### config.mk
export PLATFORM = sky130hd
export DESIGN_NAME = dpr_ram_top
export DESIGN_NICKNAME = d
export VERILOG_FILES = /design/src/dpr_pkg.sv /design/src/dpr_port_if.sv /design/src/dpr_ram_top.sv /design/src/dpr_port_out.sv
export SDC_FILE = /design/constraint.sdc
export NUM_CORES = 1
export LEC_CHECK = 0
export ABC_AREA = 1
export BUFFER_PORTS_ARGS = -buffer_cell sky130_fd_sc_hd__buf_2
export CORE_AREA = 5 5 72 74
export DETAILED_ROUTE_END_ITERATION = 6
export DIE_AREA = 0 0 77 79
export MAX_ROUTING_LAYER = met4
export PLACE_DENSITY = 0.73
export SYNTH_ARGS = -nofsm -noshare
export SYNTH_HDL_FRONTEND = slang
export SYNTH_SLANG_ARGS = --single-unit
### constraint.sdc
create_clock -name i_clk_sys -period 2.7 [get_ports i_clk_sys]
set_clock_uncertainty 0.15 [all_clocks]
set_input_delay 0.135 -clock i_clk_sys [delete_from_list [all_inputs] [get_ports i_clk_sys]]
set_output_delay 0.135 -clock i_clk_sys [all_outputs]
set_load 0.005 [all_outputs]
### src/dpr_pkg.sv
// Shared constants, types and helpers of the dual-port RAM block
package dpr_pkg;
	localparam int ROW_BITS   = 256;
	localparam int DATA_ROWS  = 64;
	localparam int PAR_ROWS   = 8;
	localparam int LOAD_STEPS = DATA_ROWS + PAR_ROWS;
	localparam int ADDR_W     = 15;
	localparam int DATA_W     = 32;
	localparam int PAR_W      = 4;
	localparam int WORD_W     = DATA_W + PAR_W;
	localparam int LANE_SHIFT = 3;
	localparam int CASC_BIT   = 14;
	localparam int BYTE_W     = 9;
	localparam logic [WORD_W-1:0] ZERO_WORD = 36'h000000000;

	typedef enum {WR_SHOW_NEW, WR_SHOW_OLD, WR_HOLD} dpr_wmode_type;
	typedef enum {HALF_NONE, HALF_UPPER, HALF_LOWER} dpr_half_type;
	typedef enum {LD_FILL, LD_RUN} dpr_load_type;

	// Regular data bits carried by a port width
	function automatic int data_bits(input int w);
		return (w >= BYTE_W) ? (w / BYTE_W) * 8 : w;
	endfunction : data_bits

	// Parity bits carried by a port width
	function automatic int par_bits(input int w);
		return (w >= BYTE_W) ? w / BYTE_W : 0;
	endfunction : par_bits

	function automatic bit width_ok(input int w);
		return w inside {0, 1, 2, 4, 9, 18, 36};
	endfunction : width_ok

	// Place a port-width value on the data and parity lanes
	function automatic logic [WORD_W-1:0] spread(
		input logic [WORD_W-1:0] v, input int w);
		logic [WORD_W-1:0] r;
		int                d;
		r = ZERO_WORD;
		d = data_bits(w);
		for (int i = 0; i < DATA_W; i++)
			if (i < d) r[i] = v[i];
		for (int i = 0; i < PAR_W; i++)
			if (i < par_bits(w)) r[DATA_W + i] = v[d + i];
		return r;
	endfunction : spread
endpackage : dpr_pkg

### src/dpr_port_if.sv
// Carrier between the RAM core and one output stage
`timescale 1ns/1ps
interface dpr_port_if;
	logic        ready;
	logic        en;
	logic        sync_set_clear_input;
	logic        output_pipe_clock_enable;
	logic        wr;
	logic [35:0] old_word;
	logic [35:0] new_word;
	logic [35:0] out_word;
	modport core (output ready, en, sync_set_clear_input, output_pipe_clock_enable, wr, old_word, new_word,
		input out_word);
	modport stage (input ready, en, sync_set_clear_input, output_pipe_clock_enable, wr, old_word, new_word,
		output out_word);
endinterface : dpr_port_if

### src/dpr_ram_top.sv
// Dual-port RAM with initial contents, port widths and write modes
//
// Functional notes
// - Cells hold zero after loading unless a vector gives another value.
// - Data contents come from 64 vectors of 256 bits each.
// - Missing or short vectors are padded with zeros.
// - Vector yy fills cells yy*256 upward, its bit 0 lowest.
// - Eight parity vectors fill parity cells the same way.
// - After loading, output latches show the port's initial value.
// - Synchronous clear loads the port's clear value into the latches.
// - Synchronous clear is unavailable while the output pipe is on.
// - Initial and clear values follow port width; top bits are parity.
// - Each port has zero or one output pipe stage, default zero.
// - Pipe stage may capture on the inverted clock, default not.
// - Cascade half is upper, lower or none per port.
// - Read width per port is 0,1,2,4,9,18 or 36, default 0.
// - Write width per port likewise, set apart from read width.
// - Write modes: show new, show old, or hold output.
// - Every port has a 15-bit address that the user drives.
// - Every port has four write enables, one per byte lane.
// - Ports carry 32 data and 4 parity bits each way.
// - Hold mode keeps outputs during writes; others show new or old.
// - Clear acts only on enabled edges and leaves cells alone.
// - Global clear restores output initial values, cells untouched.
`timescale 1ns/1ps
module dpr_ram_top #(
	parameter int                     READ_WIDTH_A   = 0,
	parameter int                     READ_WIDTH_B   = 0,
	parameter int                     WRITE_WIDTH_A  = 0,
	parameter int                     WRITE_WIDTH_B  = 0,
	parameter bit                     OUT_PIPE_A     = 1'b0,
	parameter bit                     OUT_PIPE_B     = 1'b0,
	parameter bit                     INV_PIPE_CLK_A = 1'b0,
	parameter bit                     INV_PIPE_CLK_B = 1'b0,
	parameter dpr_pkg::dpr_wmode_type WRITE_MODE_A   = dpr_pkg::WR_SHOW_NEW,
	parameter dpr_pkg::dpr_wmode_type WRITE_MODE_B   = dpr_pkg::WR_SHOW_NEW,
	parameter dpr_pkg::dpr_half_type  CASCADE_HALF_SELECT_A =
		dpr_pkg::HALF_NONE,
	parameter dpr_pkg::dpr_half_type  CASCADE_HALF_SELECT_B =
		dpr_pkg::HALF_NONE,
	parameter logic [35:0]            OUT_INIT_VALUE_A   = 36'h000000000,
	parameter logic [35:0]            OUT_INIT_VALUE_B   = 36'h000000000,
	parameter logic [35:0]            SYNC_CLEAR_VALUE_A = 36'h000000000,
	parameter logic [35:0]            SYNC_CLEAR_VALUE_B = 36'h000000000,
	parameter logic [63:0][255:0]     CONTENT_INIT_VECTOR = '0,
	parameter logic [7:0][255:0]      PARITY_INIT_VECTOR  = '0
) (
	input  wire logic        i_clk_sys,
	input  wire logic        i_reset,
	input  wire logic        i_clk_en,
	input  wire logic        i_global_set_clear,
	input  wire logic        i_en_a,
	input  wire logic [3:0]  i_we_a,
	input  wire logic [14:0] i_addr_a,
	input  wire logic [31:0] i_data_a,
	input  wire logic [3:0]  i_parity_in_bus_a,
	input  wire logic        i_sync_set_clear_a,
	input  wire logic        i_output_pipe_clock_enable_a,
	input  wire logic        i_chain_input_a,
	output logic [31:0]      o_data_a,
	output logic [3:0]       o_parity_out_bus_a,
	output logic             o_chain_output_a,
	input  wire logic        i_en_b,
	input  wire logic [3:0]  i_we_b,
	input  wire logic [14:0] i_addr_b,
	input  wire logic [31:0] i_data_b,
	input  wire logic [3:0]  i_parity_in_bus_b,
	input  wire logic        i_sync_set_clear_b,
	input  wire logic        i_output_pipe_clock_enable_b,
	input  wire logic        i_chain_input_b,
	output logic [31:0]      o_data_b,
	output logic [3:0]       o_parity_out_bus_b,
	output logic             o_chain_output_b,
	output logic             o_init_done
);
	localparam int RD_W [2] = '{READ_WIDTH_A, READ_WIDTH_B};
	localparam int WR_W [2] = '{WRITE_WIDTH_A, WRITE_WIDTH_B};
	localparam dpr_pkg::dpr_half_type HALF [2] =
		'{CASCADE_HALF_SELECT_A, CASCADE_HALF_SELECT_B};

	// Settings the array cannot serve are refused at elaboration
	for (genvar p = 0; p < 2; p++) begin : g_check
		if (!dpr_pkg::width_ok(RD_W[p]) || !dpr_pkg::width_ok(WR_W[p]))
			$error("unsupported port width");
		if (HALF[p] != dpr_pkg::HALF_NONE && (RD_W[p] > 1 || WR_W[p] > 1))
			$error("cascade needs one-bit widths");
	end

	// Storage: 64 rows of data cells, 8 rows of parity cells
	logic [255:0]          data_rows_q [dpr_pkg::DATA_ROWS];
	logic [255:0]          par_rows_q  [dpr_pkg::PAR_ROWS];
	dpr_pkg::dpr_load_type load_st_q;
	logic [6:0]            load_cnt_q;
	logic                  ready;

	// Per-port views of the user inputs
	logic                  p_en     [2];
	logic [3:0]            p_we     [2];
	logic [14:0]           p_addr   [2];
	logic [35:0]           p_din    [2];
	logic                  p_ssr    [2];
	logic                  p_output_pipe_clock_enable  [2];
	logic                  p_chain  [2];
	logic [1:0]            wr_act;
	logic [13:0]           wd_start [2];
	logic [10:0]           wp_start [2];
	logic [13:0]           rd_start [2];
	logic [10:0]           rp_start [2];
	logic [35:0]           old_w    [2];
	logic [35:0]           new_w    [2];

	dpr_port_if pif [2] ();

	function automatic logic [5:0] row_of(input logic [13:0] c);
		return c[13:8];
	endfunction : row_of

	function automatic logic [2:0] prow_of(input logic [10:0] c);
		return c[10:8];
	endfunction : prow_of

	// Byte lane that owns a given data bit of the written word
	function automatic logic [1:0] lane_of(input logic [13:0] off);
		return off[4:3];
	endfunction : lane_of

	assign p_en    = '{i_en_a, i_en_b};
	assign p_we    = '{i_we_a, i_we_b};
	assign p_addr  = '{i_addr_a, i_addr_b};
	assign p_din   = '{{i_parity_in_bus_a, i_data_a},
		{i_parity_in_bus_b, i_data_b}};
	assign p_ssr   = '{i_sync_set_clear_a, i_sync_set_clear_b};
	assign p_output_pipe_clock_enable = '{i_output_pipe_clock_enable_a,
		i_output_pipe_clock_enable_b};
	assign p_chain = '{i_chain_input_a, i_chain_input_b};

	// Ports stay closed until every vector is in place
	assign ready       = (load_st_q == dpr_pkg::LD_RUN);
	assign o_init_done = ready;

	// Loader walks data rows then parity rows, one per cycle
	always_ff @(posedge i_clk_sys) begin
		if (i_reset) begin
			load_st_q  <= dpr_pkg::LD_FILL;
			load_cnt_q <= 7'h00;
		end else if (i_clk_en) begin
			unique case (load_st_q)
				dpr_pkg::LD_FILL: begin
					load_cnt_q <= load_cnt_q + 7'h01;
					if (load_cnt_q == 7'(dpr_pkg::LOAD_STEPS - 1))
						load_st_q <= dpr_pkg::LD_RUN;
				end
				dpr_pkg::LD_RUN: load_st_q <= dpr_pkg::LD_RUN;
			endcase
		end
	end

	for (genvar p = 0; p < 2; p++) begin : g_port
		localparam int RDB = dpr_pkg::data_bits(RD_W[p]);
		localparam int RPB = dpr_pkg::par_bits(RD_W[p]);
		localparam int WDB = dpr_pkg::data_bits(WR_W[p]);
		localparam int WPB = dpr_pkg::par_bits(WR_W[p]);
		localparam int RSH = $clog2(RDB);
		localparam int WSH = $clog2(WDB);
		logic casc_ok;

		// Cascade halves accept writes only in their own address half
		assign casc_ok = (HALF[p] == dpr_pkg::HALF_NONE) ||
			(p_addr[p][dpr_pkg::CASC_BIT] ==
			(HALF[p] == dpr_pkg::HALF_UPPER));

		// Cell ranges follow the width: start = index * data or parity bits per word
		assign rd_start[p] = 14'((p_addr[p][13:0] >> RSH) * RDB);
		assign rp_start[p] = 11'((p_addr[p][13:0] >> RSH) * RPB);
		assign wd_start[p] = 14'((p_addr[p][13:0] >> WSH) * WDB);
		assign wp_start[p] = 11'((p_addr[p][13:0] >> WSH) * WPB);
		assign wr_act[p]   = ready && p_en[p] && (|p_we[p]) &&
			(WR_W[p] != 0) && casc_ok;

		// Stored word, and the word as it reads after this write
		always_comb begin
			logic [13:0] c;
			logic [13:0] o;
			logic [10:0] pc;
			logic [10:0] q;
			c        = 14'h0000;
			o        = 14'h0000;
			pc       = 11'h000;
			q        = 11'h000;
			old_w[p] = dpr_pkg::ZERO_WORD;
			new_w[p] = dpr_pkg::ZERO_WORD;
			for (int j = 0; j < dpr_pkg::DATA_W; j++) begin
				if (j < RDB) begin
					c = rd_start[p] + 14'(j);
					o = c - wd_start[p];
					old_w[p][j] = data_rows_q[row_of(c)][c[7:0]];
					new_w[p][j] = (wr_act[p] && o < 14'(WDB) &&
						p_we[p][lane_of(o)]) ? p_din[p][o[4:0]] :
						old_w[p][j];
				end
			end
			for (int j = 0; j < dpr_pkg::PAR_W; j++) begin
				if (j < RPB) begin
					pc = rp_start[p] + 11'(j);
					q  = pc - wp_start[p];
					old_w[p][dpr_pkg::DATA_W + j] =
						par_rows_q[prow_of(pc)][pc[7:0]];
					new_w[p][dpr_pkg::DATA_W + j] = (wr_act[p] &&
						q < 11'(WPB) && p_we[p][q[1:0]]) ?
						p_din[p][dpr_pkg::DATA_W + 32'(q[1:0])] :
						old_w[p][dpr_pkg::DATA_W + j];
				end
			end
			// Upper half reads the lower block's bit on its low half
			if (HALF[p] == dpr_pkg::HALF_UPPER &&
				!p_addr[p][dpr_pkg::CASC_BIT]) begin
				old_w[p][0] = p_chain[p];
				new_w[p][0] = p_chain[p];
			end
		end

		assign pif[p].ready    = ready;
		assign pif[p].en       = p_en[p];
		assign pif[p].sync_set_clear_input      = p_ssr[p];
		assign pif[p].output_pipe_clock_enable    = p_output_pipe_clock_enable[p];
		assign pif[p].wr       = wr_act[p];
		assign pif[p].old_word = old_w[p];
		assign pif[p].new_word = new_w[p];
	end

	// Memory: loading first, then user writes; port B wins a clash
	always_ff @(posedge i_clk_sys) begin
		if (!i_reset && i_clk_en) begin
			if (load_st_q == dpr_pkg::LD_FILL) begin
				if (load_cnt_q < 7'(dpr_pkg::DATA_ROWS))
					data_rows_q[load_cnt_q[5:0]] <=
						CONTENT_INIT_VECTOR[load_cnt_q[5:0]];
				else
					par_rows_q[load_cnt_q[2:0]] <=
						PARITY_INIT_VECTOR[load_cnt_q[2:0]];
			end else begin
				for (int p = 0; p < 2; p++) begin
					for (int j = 0; j < dpr_pkg::DATA_W; j++) begin
						if (wr_act[p] && j < dpr_pkg::data_bits(WR_W[p]) &&
							p_we[p][j >> dpr_pkg::LANE_SHIFT])
							data_rows_q[row_of(wd_start[p] + 14'(j))]
								[8'(wd_start[p] + 14'(j))] <= p_din[p][j];
					end
					for (int j = 0; j < dpr_pkg::PAR_W; j++) begin
						if (wr_act[p] && j < dpr_pkg::par_bits(WR_W[p]) &&
							p_we[p][j])
							par_rows_q[prow_of(wp_start[p] + 11'(j))]
								[8'(wp_start[p] + 11'(j))] <=
								p_din[p][dpr_pkg::DATA_W + j];
					end
				end
			end
		end
	end

	// Output stages hold latches, clear values and pipes
	dpr_port_out #(
		.PIPE      (OUT_PIPE_A),
		.INV_CLK   (INV_PIPE_CLK_A),
		.WMODE     (WRITE_MODE_A),
		.RD_W      (READ_WIDTH_A),
		.WR_W      (WRITE_WIDTH_A),
		.INIT_VAL  (OUT_INIT_VALUE_A),
		.CLEAR_VAL (SYNC_CLEAR_VALUE_A)
	) u_out_a (
		.i_clk_sys          (i_clk_sys),
		.i_reset            (i_reset),
		.i_clk_en           (i_clk_en),
		.i_global_set_clear (i_global_set_clear),
		.pif                (pif[0])
	);

	dpr_port_out #(
		.PIPE      (OUT_PIPE_B),
		.INV_CLK   (INV_PIPE_CLK_B),
		.WMODE     (WRITE_MODE_B),
		.RD_W      (READ_WIDTH_B),
		.WR_W      (WRITE_WIDTH_B),
		.INIT_VAL  (OUT_INIT_VALUE_B),
		.CLEAR_VAL (SYNC_CLEAR_VALUE_B)
	) u_out_b (
		.i_clk_sys          (i_clk_sys),
		.i_reset            (i_reset),
		.i_clk_en           (i_clk_en),
		.i_global_set_clear (i_global_set_clear),
		.pif                (pif[1])
	);

	assign o_data_a           = pif[0].out_word[31:0];
	assign o_parity_out_bus_a = pif[0].out_word[35:32];
	assign o_data_b           = pif[1].out_word[31:0];
	assign o_parity_out_bus_b = pif[1].out_word[35:32];

	// Lower half passes its raw cell to the upper block, same cycle
	assign o_chain_output_a = (HALF[0] == dpr_pkg::HALF_LOWER) ?
		old_w[0][0] : 1'b0;
	assign o_chain_output_b = (HALF[1] == dpr_pkg::HALF_LOWER) ?
		old_w[1][0] : 1'b0;
endmodule : dpr_ram_top

### src/dpr_port_out.sv
// Output latch, synchronous clear and optional pipe of one port
`timescale 1ns/1ps
module dpr_port_out #(
	parameter bit                     PIPE      = 1'b0,
	parameter bit                     INV_CLK   = 1'b0,
	parameter dpr_pkg::dpr_wmode_type WMODE     = dpr_pkg::WR_SHOW_NEW,
	parameter int                     RD_W      = 0,
	parameter int                     WR_W      = 0,
	parameter logic [35:0]            INIT_VAL  = 36'h000000000,
	parameter logic [35:0]            CLEAR_VAL = 36'h000000000
) (
	input  wire logic   i_clk_sys,
	input  wire logic   i_reset,
	input  wire logic   i_clk_en,
	input  wire logic   i_global_set_clear,
	dpr_port_if.stage   pif
);
	localparam logic [35:0] INIT_W  = dpr_pkg::spread(INIT_VAL, RD_W);
	localparam logic [35:0] CLEAR_W = dpr_pkg::spread(CLEAR_VAL, RD_W);
	localparam bit          UNUSED  = (RD_W == 0) && (WR_W == 0);

	logic [35:0] latch_q;
	logic [35:0] pipe_q;
	logic        live;

	assign live = i_clk_en && pif.ready && !UNUSED && pif.en;

	// Output latches; clear is ignored once the pipe is in use
	always_ff @(posedge i_clk_sys) begin
		if (i_reset || i_global_set_clear) begin
			latch_q <= INIT_W;
		end else if (live) begin
			if (pif.sync_set_clear_input && !PIPE) begin
				latch_q <= CLEAR_W;
			end else if (!pif.wr) begin
				latch_q <= pif.old_word;
			end else begin
				unique case (WMODE)
					dpr_pkg::WR_SHOW_NEW: latch_q <= pif.new_word;
					dpr_pkg::WR_SHOW_OLD: latch_q <= pif.old_word;
					dpr_pkg::WR_HOLD:     latch_q <= latch_q;
				endcase
			end
		end
	end

	// Pipe stage, on the falling edge when inverted
	if (INV_CLK) begin : g_neg
		always_ff @(negedge i_clk_sys) begin
			if (i_reset || i_global_set_clear) pipe_q <= INIT_W;
			else if (i_clk_en && pif.output_pipe_clock_enable) pipe_q <= latch_q;
		end
	end else begin : g_pos
		always_ff @(posedge i_clk_sys) begin
			if (i_reset || i_global_set_clear) pipe_q <= INIT_W;
			else if (i_clk_en && pif.output_pipe_clock_enable) pipe_q <= latch_q;
		end
	end

	assign pif.out_word = PIPE ? pipe_q : latch_q;
endmodule : dpr_port_out

==> flow_metrics.env <==
export IMPL_rows=25
export IMPL_htree_levels=1
export IMPL_critPathKind="reg2reg"
export IMPL_die_area_um2=6080
export IMPL_antenna_left=0
export IMPL_drt_iter0_markers=22
export IMPL_cts_sinks=8
export IMPL_coreArea_um2=4540
export IMPL_synth_largest_area_cell="buf_4"
export IMPL_synth_edf_count=0
export IMPL_dp_hpwl_um=1100
export IMPL_yosys_top_cells_area="buf_4, dfxtp_1, nand2_1, nor2_1, nor2_4"
export IMPL_gp_congestion=0.793
export IMPL_power_density_nw_per_um2=385
export IMPL_multi_input_area_um2=483
export IMPL_period_needed_ns=1.27
export IMPL_peakVddDrop_mv=0.257
export IMPL_fin_nets=260
export IMPL_cap_viol_max_count=0
export IMPL_ys_top_cells_by_count="buf_4, nand2_1, nor2_1"
export IMPL_dr_pass1_iters=2
export IMPL_synth_ff_type="dfxtp_1"
export IMPL_die_y_um=79
export IMPL_drt_total_wl_um=1280
export IMPL_drive_gt1_frac=0.0963
export IMPL_rr_worst_depth=6
export IMPL_placed_area_um2=748
export IMPL_grt_first_pass_wirelength_um=1750
export IMPL_setup_slack_ns=1.43
export IMPL_synth_cell_types=15
export IMPL_outcome="complete, no violations"
export IMPL_avgSynthCellArea_um2=7.34
export IMPL_cts_buffers=3
export IMPL_viasPerCell=2.93
export IMPL_r2r_setup_slack_ns=1.43
export IMPL_rsz0062_at_grt="false"
export IMPL_fin_area_um2=800
export IMPL_clock_latency_ns=0.23
export IMPL_yosysMostFrequentCell="buf_4"
export IMPL_setup_tns_ns=0
export IMPL_endpoint_kind="register"
export IMPL_syn_area_um2=947
export IMPL_gr_total_overflow=0
export IMPL_fmax_ghz=0.786
export IMPL_synthToLayoutAreaGrowth_pct=-15.6
export IMPL_yosysWarnings=0
export IMPL_hold_viol_final=0
export IMPL_timing_rr_start="load_cnt_q[0]"
export IMPL_cts_resized=0
export IMPL_seq_area_frac_synth=0.169
export IMPL_drt_drc_violations_left=0
export IMPL_final_seq_area_um2=160
export IMPL_grt_pass1_vias=473
export IMPL_ios=197
export IMPL_dr_total_vias=553
export IMPL_tritoncts="built"
export IMPL_min_path_type="in2reg"
export IMPL_setup_viol=0
export IMPL_whs_ns=0.116
export IMPL_finalPower_mw=0.307
export IMPL_hold_end="load_cnt_q[2]"
export IMPL_antenna_cells=0
export IMPL_cp_required_ns=2.67
export IMPL_grt_start_max_net_pins=7
export IMPL_die_x_um=77
export IMPL_power_leakage_nw=0.441
export IMPL_clockRootBuffer="clkbuf_8"
export IMPL_grt_usage=0.0376
export IMPL_cp_arrival_ns=1.24
export IMPL_wire_per_inst_um=6.77
export IMPL_startpoint_type="register"
export IMPL_cts_buffer_depth=2
export IMPL_synth_top_area_share=0.587
export IMPL_holdPathStages=3
export IMPL_antenna_found_initial=0
export IMPL_async_flop_share=0
export IMPL_worstReg2RegEnd="load_cnt_q[6]"
export IMPL_synth_seq_cells=8
export IMPL_hold_start="i_clk_en"
export IMPL_port_buffers=3
export IMPL_path_clk_slew_ns=0.04
export IMPL_fillerInstances=531
export IMPL_final_max_slew_viol_count=0
export IMPL_dp_slack_ns=1.43
export IMPL_fin_crit_sh=0.471
export IMPL_critPathMaxFanout=4
export IMPL_synthCells=129
export IMPL_start_util=0.209
-- worst max-delay path by stage --
stage                             start            end  slack, ns  cells after the start
final                     load_cnt_q[0]  load_cnt_q[6]       1.43                      6
after detailed placement  load_cnt_q[0]  load_cnt_q[6]       1.43                      6
after global placement    load_cnt_q[0]  load_cnt_q[6]       1.48                      6
after CTS                 load_cnt_q[0]  load_cnt_q[6]       1.43                      6
after floorplan           load_cnt_q[0]  load_cnt_q[6]       1.53                      6
after global routing      load_cnt_q[0]  load_cnt_q[6]       1.33                      6
-- report_power, final --
| group | switching [mW] | internal [mW] | total [mW] |
|---|---|---|---|
| combinational | 0.0347 | 0.00644 | 0.0412 |
| clock | 0.0460 | 0.0965 | 0.142 |
| sequential | 0.00233 | 0.121 | 0.124 |
-- state kept, by name, summed over array words and instances, names as in the netlist --
name / count
load_st_q: 1
load_cnt_q: 7
-- worst max-delay path: stages, from the launching register on --
cell	delay (ns)
dfxtp_1	0.37
ha_1	0.20
nand3_2	0.13
nor2_4	0.14
nand3_1	0.08
nand2_1	0.06
nor2_1	0.03
-- cells in the final DEF (no fill, tap or decap), types with 3 or more instances in the layout --
cell type / Yosys / layout
inv_1: 5 / 5
conb_1: 1 / 74
dfxtp_1: 8 / 8
nand3_1: 3 / 3
a21oi_1: 4 / 4
clkbuf_8: 0 / 3
nand2_1: 12 / 12
nor2_1: 12 / 12
buf_2: 0 / 3
-- cell type report --
class	instances	area share
clock buffer	3	0.0516
sequential	8	0.200
multi-input combinational	114	0.604
tap	54	0.0845
inverter	6	0.0282
timing repair buffer	4	0.0313
-- metal layers --
| layer | GRT usage | routed length (µm) | share of wire |
|---|---|---|---|
| met2 | 0.0569 | 508 | 0.40 |
| met1 | 0.0411 | 489 | 0.38 |
| met3 | 0.0102 | 249 | 0.19 |
| met5 | - | 0 | 0 |
| met4 | 0.0309 | 32 | 0.025 |
-- timing repair --
item	4_1_cts	5_1_grt
hold buffers	1	0
hold endpoints to repair	2	0
buffers inserted	0	0
-- cells by family after synthesis --
group,share of synthesized area
buffers and inverters,0.610
AND/OR/NAND/NOR,0.162
flip-flops,0.169
AO/OA/AOI/OAI,0.0410
adder cells (fa/ha/maj),0.0132
other,0.00396
-- stage by stage --
stage                     cells   util
after floorplan             202      -
after global placement      185  0.165
after detailed placement    185  0.165
after CTS                   189  0.176
after global routing        189  0.176
final                       189  0.176
(Power assumes the default switching activity.)
